`src/logic/frame_stats_pkg.sv`:
```
// Purpose: shared constants and carriers for the frame statistics block
// Assumes: 18 x 18 array, six-bit pixels, one byte per register
// Notes:   offsets are the register addresses of the serial port
package frame_stats_pkg;

    // ----------------------------------------------------------------
    // register addresses
    // ----------------------------------------------------------------
    localparam logic [7:0] ADDR_CONFIG = 8'h00;
    localparam logic [7:0] ADDR_PEAK   = 8'h05;
    localparam logic [7:0] ADDR_FLOOR  = 8'h06;
    localparam logic [7:0] ADDR_TOTAL  = 8'h07;
    localparam logic [7:0] ADDR_DUMP   = 8'h08;

    // ----------------------------------------------------------------
    // fields and sizes
    // ----------------------------------------------------------------
    localparam int          STAY_AWAKE_POS = 0;
    localparam int          SUM_SHIFT      = 7;
    localparam int          SUM_W          = 15;
    localparam int          LEVEL_W        = 6;
    localparam int          IDX_W          = 9;
    localparam logic [8:0]  COL_LEN        = 9'h012;
    localparam logic [8:0]  PIX_COUNT      = 9'h144;
    localparam logic [8:0]  PIX_FIRST      = 9'h001;
    localparam logic [5:0]  LEVEL_BLACK    = 6'h00;
    localparam logic [5:0]  LEVEL_WHITE    = 6'h3f;
    localparam logic [10:0] SLEEP_FRAMES   = 11'h5dc;
    localparam logic [7:0]  READ_RESET     = 8'h00;

    // ----------------------------------------------------------------
    // carriers
    // ----------------------------------------------------------------
    typedef struct packed {
        logic       rd;
        logic       wr;
        logic [7:0] addr;
        logic [7:0] wdata;
    } reg_req_t;

    typedef struct packed {
        logic               strobe;
        logic               first;
        logic [LEVEL_W-1:0] level;
    } pix_beat_t;

    typedef struct packed {
        logic               clk;
        logic               first;
        logic [LEVEL_W-1:0] level;
    } link_pins_t;

endpackage

```
`src/logic/pixel_link_rx.sv`:
```
// Purpose: brings the pixel link into the core clock and finds its edges
// Assumes: link clock far slower than clk, data steady around its rise
// Notes:   one strobe per rising link edge
`timescale 1ns/1ps
module pixel_link_rx
    import frame_stats_pkg::*;
(
    input  wire logic       clk,
    input  wire logic       srst,
    input  wire link_pins_t link_in,
    output pix_beat_t       beat
);

    typedef struct packed {
        link_pins_t meta;
        link_pins_t sync;
        logic       clk_seen;
        pix_beat_t  beat;
    } rx_state_t;

    rx_state_t st_reg;
    rx_state_t st_next;

    // ----------------------------------------------------------------
    // two stages, edge taken from the second stage only
    // ----------------------------------------------------------------
    always_comb begin
        st_next             = st_reg;
        st_next.meta        = link_in;
        st_next.sync        = st_reg.meta;
        st_next.clk_seen    = st_reg.sync.clk;
        st_next.beat.strobe = st_reg.sync.clk & ~st_reg.clk_seen;
        st_next.beat.first  = st_reg.sync.first;
        st_next.beat.level  = st_reg.sync.level;
    end

    always_ff @(posedge clk) begin
        if (srst) begin
            st_reg <= '0;
        end else begin
            st_reg <= st_next;
        end
    end

    assign beat = st_reg.beat;

endmodule

```
`src/logic/frame_stats_pixel_dump.sv`:
```
// Purpose: per-frame peak, floor and total plus a one-pixel grabber
// Assumes: register strobes come from the serial port on clk
// Notes:   read data appears the cycle after the read strobe
`timescale 1ns/1ps
// Function
// - peak register gives frame maximum in bits 5..0, top bits zero
// - floor register gives frame minimum in bits 5..0, top bits zero
// - peak and floor are refreshed at every frame end
// - all 324 pixels of a frame sum into fifteen bits
// - total register returns the sum shifted right by seven
// - any dump write rewinds grabber to pixel one with frame-first flag
// - each dump read of a held valid pixel moves the pixel index on by one
// - after pixel 324 the index wraps to one, flag set again
// - grabber takes at most one pixel per frame
// - every dump write, and every dump read unless grabber is live that cycle, arms grabber for the next frame
// - a latched pixel is held until a dump read or a dump write
// - dump word: flag bit 7, valid bit 6, level bits 5..0
// - valid flag only while a fresh pixel is held
// - indices run column by column, 18 per column, up to 324
// - stay-awake bit holds awake, else sleep after 1500 idle frames
// - level zero is black, 63 is white
module frame_stats_pixel_dump
    import frame_stats_pkg::*;
(
    input  wire logic               clk,
    input  wire logic               srst,
    input  wire reg_req_t           reg_req,
    output logic [7:0]              rd_data,
    input  wire logic               pix_link_clk,
    input  wire logic               pix_link_first,
    input  wire logic [LEVEL_W-1:0] pix_link_level,
    input  wire logic               motion_seen,
    output logic                    awake
);

    typedef struct packed {
        logic [IDX_W-1:0]   pos;
        logic [LEVEL_W-1:0] run_max;
        logic [LEVEL_W-1:0] run_min;
        logic [SUM_W-1:0]   run_sum;
        logic [LEVEL_W-1:0] peak;
        logic [LEVEL_W-1:0] floor;
        logic [SUM_W-1:0]   total;
        logic [IDX_W-1:0]   grab_idx;
        logic               grab_wait;
        logic               grab_live;
        logic               grab_valid;
        logic [LEVEL_W-1:0] grab_level;
        logic               stay;
        logic [10:0]        idle_frames;
        logic               awake;
        logic [7:0]         rdata;
    } core_state_t;

    core_state_t st_reg;
    core_state_t st_next;
    pix_beat_t   beat;
    link_pins_t  link_in;

    logic [IDX_W-1:0]   n_pos;
    logic [LEVEL_W-1:0] n_max;
    logic [LEVEL_W-1:0] n_min;
    logic [SUM_W-1:0]   n_sum;
    logic               frame_end;
    logic               live_now;
    logic               dump_rd;
    logic               dump_wr;

    // ----------------------------------------------------------------
    // helpers
    // ----------------------------------------------------------------
    // one step along the index, shared by stream count and grabber
    function automatic logic [IDX_W-1:0] step_index(input logic [IDX_W-1:0] idx);
        return idx + PIX_FIRST;
    endfunction

    function automatic logic addr_is(input reg_req_t req, input logic [7:0] addr);
        return req.addr == addr;
    endfunction

    // levels compare unsigned, so zero is always the darkest
    function automatic logic [LEVEL_W-1:0] pick_level(input logic [LEVEL_W-1:0] a,
                                                      input logic [LEVEL_W-1:0] b,
                                                      input logic               larger);
        logic take_a;
        take_a = larger ? (a > b) : (a < b);
        return take_a ? a : b;
    endfunction

    // ----------------------------------------------------------------
    // pixel link intake
    // ----------------------------------------------------------------
    assign link_in = '{clk: pix_link_clk, first: pix_link_first, level: pix_link_level};

    pixel_link_rx u_rx (
        .clk     (clk),
        .srst    (srst),
        .link_in (link_in),
        .beat    (beat)
    );

    assign dump_rd = reg_req.rd & addr_is(reg_req, ADDR_DUMP);
    assign dump_wr = reg_req.wr & addr_is(reg_req, ADDR_DUMP);

    // ----------------------------------------------------------------
    // running frame statistics
    // ----------------------------------------------------------------
    always_comb begin
        if (beat.first) begin
            n_pos = PIX_FIRST;
            n_max = beat.level;
            n_min = beat.level;
            n_sum = SUM_W'(beat.level);
        end else begin
            n_pos = step_index(st_reg.pos);
            n_max = pick_level(beat.level, st_reg.run_max, 1'b1);
            n_min = pick_level(beat.level, st_reg.run_min, 1'b0);
            n_sum = st_reg.run_sum + SUM_W'(beat.level);
        end
        frame_end = beat.strobe & (n_pos == PIX_COUNT);
        // arming only goes live at a frame start
        live_now  = st_reg.grab_live | (st_reg.grab_wait & beat.strobe & beat.first);
    end

    // ----------------------------------------------------------------
    // next state
    // ----------------------------------------------------------------
    always_comb begin
        st_next = st_reg;
        if (beat.strobe) begin
            st_next.pos     = n_pos;
            st_next.run_max = n_max;
            st_next.run_min = n_min;
            st_next.run_sum = n_sum;
        end
        if (frame_end) begin
            st_next.peak  = n_max;
            st_next.floor = n_min;
            st_next.total = n_sum;
        end

        // grabber capture; waits a whole frame rather than risk a torn one
        if (beat.strobe & beat.first & st_reg.grab_wait) begin
            st_next.grab_wait = 1'b0;
            st_next.grab_live = 1'b1;
        end
        // valid set only by a capture
        if (beat.strobe & live_now & (n_pos == st_reg.grab_idx)) begin
            st_next.grab_level = beat.level;
            st_next.grab_valid = 1'b1;
            st_next.grab_live  = 1'b0;
            st_next.grab_wait  = 1'b0;
        end

        // register reads
        if (reg_req.rd) begin
            unique case (reg_req.addr)
                ADDR_PEAK:   st_next.rdata = {2'b00, st_reg.peak};
                ADDR_FLOOR:  st_next.rdata = {2'b00, st_reg.floor};
                ADDR_TOTAL:  st_next.rdata = st_reg.total[SUM_W-1:SUM_SHIFT];
                ADDR_CONFIG: st_next.rdata = {7'h00, st_reg.stay};
                ADDR_DUMP:   st_next.rdata = {st_reg.grab_idx == PIX_FIRST,
                                              st_reg.grab_valid,
                                              st_reg.grab_valid ? st_reg.grab_level
                                                                : LEVEL_BLACK};
                default:     st_next.rdata = READ_RESET;
            endcase
        end

        // held until a read takes it or a dump write clears it
        if (dump_rd & st_reg.grab_valid) begin
            if (st_reg.grab_idx == PIX_COUNT) begin
                st_next.grab_idx = PIX_FIRST;
            end else begin
                st_next.grab_idx = step_index(st_reg.grab_idx);
            end
            st_next.grab_valid = 1'b0;
            st_next.grab_wait  = 1'b1;
            st_next.grab_live  = 1'b0;
        end else if (dump_rd & ~live_now & ~st_next.grab_valid) begin
            // invalid read leaves index alone, only arms
            st_next.grab_wait = 1'b1;
        end
        if (dump_wr) begin
            st_next.grab_idx   = PIX_FIRST;
            st_next.grab_valid = 1'b0;
            st_next.grab_wait  = 1'b1;
            st_next.grab_live  = 1'b0;
        end

        if (reg_req.wr & addr_is(reg_req, ADDR_CONFIG)) begin
            st_next.stay = reg_req.wdata[STAY_AWAKE_POS];
        end

        // awake control
        // motion or stay wins over the idle count
        if (st_reg.stay | motion_seen) begin
            st_next.awake       = 1'b1;
            st_next.idle_frames = '0;
        end else if (frame_end & st_reg.awake) begin
            if (st_reg.idle_frames == SLEEP_FRAMES - 11'h001) begin
                st_next.awake = 1'b0;
            end else begin
                st_next.idle_frames = st_reg.idle_frames + 11'h001;
            end
        end
    end

    // ----------------------------------------------------------------
    // state register
    // ----------------------------------------------------------------
    always_ff @(posedge clk) begin
        if (srst) begin
            st_reg          <= '0;
            st_reg.run_min  <= LEVEL_WHITE;
            st_reg.grab_idx <= PIX_FIRST;
            st_reg.awake    <= 1'b1;
        end else begin
            st_reg <= st_next;
        end
    end

    assign rd_data = st_reg.rdata;
    assign awake   = st_reg.awake;
endmodule

```
`config.mk`:
```
export PLATFORM = sky130hd
export DESIGN_NAME = frame_stats_pixel_dump
export DESIGN_NICKNAME = d
export VERILOG_FILES = /design/src/logic/frame_stats_pkg.sv /design/src/logic/pixel_link_rx.sv /design/src/logic/frame_stats_pixel_dump.sv
export SDC_FILE = /design/constraint.sdc
export NUM_CORES = 1
export LEC_CHECK = 0
export ABC_AREA = 1
export BUFFER_PORTS_ARGS = -buffer_cell sky130_fd_sc_hd__clkbuf_2
export CAP_MARGIN = 10
export CORE_MARGIN = 10
export CORE_UTILIZATION = 54
export CTS_CLUSTER_SIZE = 8
export DETAILED_ROUTE_END_ITERATION = 10
export GPL_ROUTABILITY_DRIVEN = 0
export PLACE_DENSITY = 0.78
export SETUP_SLACK_MARGIN = 0.3
export SLEW_MARGIN = 40
export SYNTH_ARGS = -nofsm -noshare
export SYNTH_HDL_FRONTEND = slang
export SYNTH_SLANG_ARGS = --single-unit
```
`constraint.sdc`:
```
create_clock -name clk -period 2.3 [get_ports clk]
set_clock_uncertainty 0.2 [all_clocks]
set_input_delay 0.115 -clock clk [delete_from_list [all_inputs] [get_ports clk]]
set_output_delay 0.115 -clock clk [all_outputs]
set_load 0.02 [all_outputs]
```
* After elaboration in Yosys (flattened, before gate mapping)
Index checks and enable logic that the tools add are counted.
** Storage, ports and cells
- Register bits after elaboration :: 127
- Input port bits :: 29
** Cells by class
- Add/subtract/negate cells :: 4
- $lt $le $gt $ge :: 2
- Eq/ne operators :: 9
- Mux-type cells :: 15
- Bitwise logic cells :: 21
- Reductions and logical operators :: 8
** Operators with widths (count)
- 8-bit case mux with 5 select lines :: 1
- 6-bit two-way mux :: 5
- 9-bit two-way mux :: 3
- 8-bit by 3-bit equality test with 1-bit output (second input constant) :: 3
- 9-bit by 1-bit adder with 9-bit output (second input constant) :: 2
- 9-bit equality test (second input constant) :: 2
- 15-bit by 6-bit adder with 15-bit output :: 1
- 1-bit bitwise AND :: 15
- 15-bit two-way mux :: 1
- 11-bit by 1-bit adder with 11-bit output (second input constant) :: 1
- 11-bit equality test (second input constant) :: 1
- 9-bit by 1-bit equality test with 1-bit output (second input constant) :: 1
- 9-bit equality test :: 1
- 8-bit by 4-bit equality test with 1-bit output (second input constant) :: 1
- 8-bit zero test :: 1
- 6-bit > comparator :: 1
- 6-bit less-than comparator :: 1
- 5-bit nonzero test :: 1
- 2-bit two-way mux :: 2
- 1-bit inverter :: 4
- 2-bit AND reduction :: 2
- 2-bit OR reduction :: 2
- 4-bit OR reduction :: 1
- 3-bit two-way mux :: 1
- 3 further kinds :: 5

* Longest topological paths before layout
- Depth in word-level cells :: 11
- Depth in mapped cells :: 14
- Gate-level depth less buffers :: 14

* Cells and area by module
A second synthesis with hierarchy kept.
** Second synthesis, totals
- Cells, all modules :: 881
- Area, all modules :: 6291.0 um2
** Modules (own cells, without submodules)
- frame_stats_pixel_dump :: times used 1, cells an instance 796, area each 5520.3 um2
- pixel_link_rx :: times used 1, cells an instance 85, area each 770.7 um2

* Worst setup path after synthesis
No wires, ideal clock.
- Path type :: register to register
- From :: reg u_rx.st_reg (netlist bit u_rx.beat[0])
- To :: reg st_reg[80] in the netlist's numbering
- Arrival time :: 1.884 ns
- Setup slack :: 0.146 ns
- Stages on the path, launching flop included :: 14
- Buffers on the path :: 0
- Clock period less this slack :: 2.154 ns
- Cells stage by stage :: dfxtp_1 ha_1 inv_1 fa_1 inv_1 nand3_1 nand2_1 nand2_1 nand2_1 nand2_1 nor2_1 a31o_2 nand3_1 a21oi_1
** On the way
- Longest elaborated chain between the ends :: 2
** RTL lines
- start: declaration :: line pixel_link_rx.sv:21 : rx_state_t st_reg;
- start signal: assignment :: line pixel_link_rx.sv:41 : st_reg <= st_next;
- 15-bit by 6-bit adder with 15-bit output :: line frame_stats_pixel_dump.sv:118 : n_sum = st_reg.run_sum + SUM_W'(beat.level);
- 15-bit two-way mux :: line frame_stats_pixel_dump.sv:109 : if (beat.first) begin
- end signal: assignment :: line frame_stats_pixel_dump.sv:219 : st_reg <= st_next;
- end: declaration :: line frame_stats_pixel_dump.sv:55 : core_state_t st_reg;
Every way passes these cells.
A chain may end at the register's enable or synchronous reset.

* Worst setup path in the final report
- From :: reg st_reg[96] in the netlist's numbering
- To :: reg st_reg[19] in the netlist's numbering
** On the way
- Longest elaborated chain between the ends :: 6
** RTL lines
- 9-bit by 1-bit adder with 9-bit output :: line frame_stats_pixel_dump.sv:74 : return idx + PIX_FIRST;
- 9-bit two-way mux :: line frame_stats_pixel_dump.sv:109
- 9-bit equality test :: line frame_stats_pixel_dump.sv:120 : frame_end = beat.strobe & (n_pos == PIX_COUNT);
- 1-bit bitwise AND :: line frame_stats_pixel_dump.sv:120
- 1-bit bitwise AND :: line frame_stats_pixel_dump.sv:200 : end else if (frame_end & st_reg.awake) begin
- 2-bit AND reduction (no source line)
Every way passes these cells.

==> summary.md <==
| Metric | Value |
|---|---|
| Outcome | finished with violations |
| Failing checks | negative setup slack |
| Top cell type's share of synthesized area | 38.98% |
| Die extent in x | 126.8 µm |
| Initial Utilization | 56.12% |
| Syn Inst Count | 889 |
| Root buffer cell | clkbuf_16 |
| Total power | ~0.0056 W |
| Clk_lat worst skew | between 0.4 and 0.5 ns |
| CP Data Required Time | 2.45 ns |
| Hold path endpoint | rd_data[7] |
| Total area of sequential cells | 2437 µm² |
| Clock Pin Slew Worst Setup and Hold Paths | 0.06 ns |
| Top cells by area, synth | dfxtp_1 (39%), nand2_1 (10%), inv_1 (8.0%) |
| Reg2Reg Setup Slack | -0.01 ns |
| TritonCTS clock tree | built |
| FP Rows | 38 |
| Worst Path Max Fanout | 5 |
| Area leader, netlist | dfxtp_1 |
| Flops & latches, synth | 120 |
| GRT Total Usage | 19.35% |
| Core box area | between 10000 and 15000 µm² |
| FF-to-FF End | st_reg[19] |
| Grt ovf | 0 |
| Critical Path Source Type | flop |
| Sink Count | between 100 and 150 |
| N_diodes | 0 |
| Nets | 1037 |
| Max Root-Sink Buffers | 2 |
| Post-route insts no fill | 1138 |
| Drt wl/cell | 16.79 µm |
| Setup-failing EPs final | 1 |
| DR pass1 iterations | 6 |
| H-tree depth | 4 |
| Worst Reg-to-Reg Cells | 12 |
| Slew @ Worst Pin | 0.5265 ns |
| Slew Limit Fails | 0 |
| IO Pins | 38 |
| Hold Startpoint | reg_req[11] |
| Mapped cell area | 6163 µm² |
| Aggregate routed wire length | 19110 µm |
| Worst slew margin | 64.90% |
| Vias in the first global route | 5546 |
| Leakage | 3.620 nW |
| WP data arrival | 2.46 ns |
| Max reg flops | 86 |
| Initial DRC Count | about 600 |
| Hold Crit Depth | 5 |
| Power density cells | between 600 and 700 nW/µm² |
| Antenna violations before repair | 0 |
| Setup slack after layout | -0.01283 ns |
| Critical Path End Type | flop |
| Post-detailed-route DRC marker count | 0 |
| Multi-input logic area | 3877 µm² |
| Tcrit/Tclk final | 100.6% |
| DP Wirelength | 10260 µm |
| Largest net degree at the start of global routing | between 40 and 50 |
| DIE AREA | 16090 µm² |
| DR vias/cell | between 5 and 6 |
| CP Class | flop to flop |
| RSZ-0062 raised after global routing | true |
| Placed Cells | approximately 1.1k |
| DIE HEIGHT | 126.8 µm |
| CTS Buf Count | 17 |
| Post-DRT Antenna Nets | 0 |
| Vias | 6563 |
| Post-synthesis sequential area ratio | approximately 40% |
| Yosys warning total | 0 |
| Fillers | 668 |
| F_max | 0.4324 GHz |
| First-pass GRT wire length | 26120 µm |
| Final hold vios | 0 |
| Hold WC Path Type | primary input to flop |
| Syn_nets | approximately 940 |
| I/O Buffers | 30 |
| Yosys cell types | 42 |
| Synthesis-to-finish area growth | 40.48% |
| Tmin final | 2.313 ns |
| Reg2Reg Launch Point | st_reg[96] |
| Max Cap Violations | 0 |
| VDD IR max | 847.7 µV |
| Mean Syn Cell Area | 6.933 µm² |
| Share of cells above drive strength 1 | 30.76% |
-- power by group --
part / switching (W) / internal [W] / total (W)
Clock: 0.000985 / 0.00215 / 0.00313
Combinational: 0.000224 / 0.000136 / 0.000361
Sequential: 0.0000274 / 0.00211 / 0.00214
-- placed cells by master, fill, tap and decap left out, types with 22 or more instances in the layout --
cell type / n
nand2_1: 134
inv_1: 124
dfxtp_1: 106
nor2_1: 81
a21oi_1: 58
o21ai_0: 46
buf_4: 37
nand3_1: 31
clkbuf_2: 30
nand2_2: 25
a21oi_2: 24
o21ai_2: 23
nand4_1: 22
-- how the worst max path moves through the flow --
stage / start / depth (start not counted) / end / slack [ns]
after floorplan: u_rx.beat[0] / 13 / st_reg[80] / 0.29
after global placement: u_rx.beat[0] / 13 / st_reg[78] / 0.12
after detailed placement: u_rx.beat[0] / 13 / st_reg[80] / 0.05
after CTS: st_reg[94] / 14 / st_reg[14] / 0.19
after global routing: u_rx.beat[5] / 10 / st_reg[80] / -0.06
final: st_reg[96] / 12 / st_reg[19] / -0.01
-- worst max-delay path, stage by stage, from the launching register on --
cell and delay (ns):
dfxtp_2 0.38, nand2_1 0.11, nor2_1 0.20, nand3_2 0.12, nand3_2 0.10, buf_4 0.14
nand2_1 0.06, nor2_1 0.14, nand3_1 0.14, nor2_4 0.18, buf_4 0.15, nand4_1 0.12
a21oi_2 0.17
-- cell type report --
cell class	instances	area share, %
Multi-Input combinational cell	603	44.78
Sequential cell	120	28.15
Timing Repair Buffer	107	10.82
Inverter	135	6.069
Clock buffer	21	5.549
Clock inverter	11	2.500
Tap cell	140	2.023
Timing Repair inverter	1	0.1012
-- cell families after synthesis --
group                      after synthesis  share of synthesized area (%)
AOI/OAI and AO/OA                      195                          16.99
buffers and inverters                  170                          11.37
adders and majority gates               23                          4.791
xor gates and xnor gates                 4                         0.5684
DFF                                    120                          38.98
and+or+nand+nor                        377                          27.30
-- per-layer routing --
| metal | track usage (%) | wire [µm] | part of all wire, % |
|---|---|---|---|
| met4 | 8.506 | 543 | 2.8 |
| met5 | 0 | 0 | 0 |
| met2 | 30.86 | 9401 | 49 |
| met3 | 5.165 | 1488 | 7.8 |
| met1 | 24.00 | 7675 | 40 |
-- what timing repair did --
action	CTS	global route
cloned	5	1
hold buffers	17	0
setup endpoints to repair	59	71
pin swaps	21	62
gates resized for setup	60	189
endpoints found under the hold margin	28	0
setup buffers	14	17
-- synth_stat cells, drive strengths merged --
library cell / n
a21oi: 84
a21o: 1
nor3b: 2
xor2: 4
nor3: 18
o2111ai: 1
nor4: 6
o21bai: 1
nand4: 23
buf: 18
ha: 22
nand3: 50
o211ai: 7
o21ai: 90
dfxtp: 120
a31o: 2
nor2: 108
a31oi: 4
clkbuf: 17
fa: 1
o41ai: 1
o221ai: 1
nand2: 168
a221oi: 1
o211a: 1
nand3b: 1
o22ai: 1
or2: 1
clkinv: 1
inv: 134
-- stage by stage --
stage | worst slack [ns] | instance area, µm² | util, % | hold WS [ns] | setup TNS, ns
6_report | -0.01283 | 8658 | 78.83 | 0.07163 | -0.01283
5_1_grt | -0.05918 | 8658 | 78.83 | 0.07542 | -0.3184
4_1_cts | 0.1944 | 7800 | 71.02 | 0.03583 | 0
3_5_place_dp | 0.05019 | 6586 | 59.97 | 0.1123 | 0
3_3_place_gp | 0.1193 | 6586 | 59.97 | 0.1067 | 0
2_1_floorplan | 0.2888 | 6232 | - | 0.02197 | 0
No activity file was read; power rests on OpenSTA's default activity.
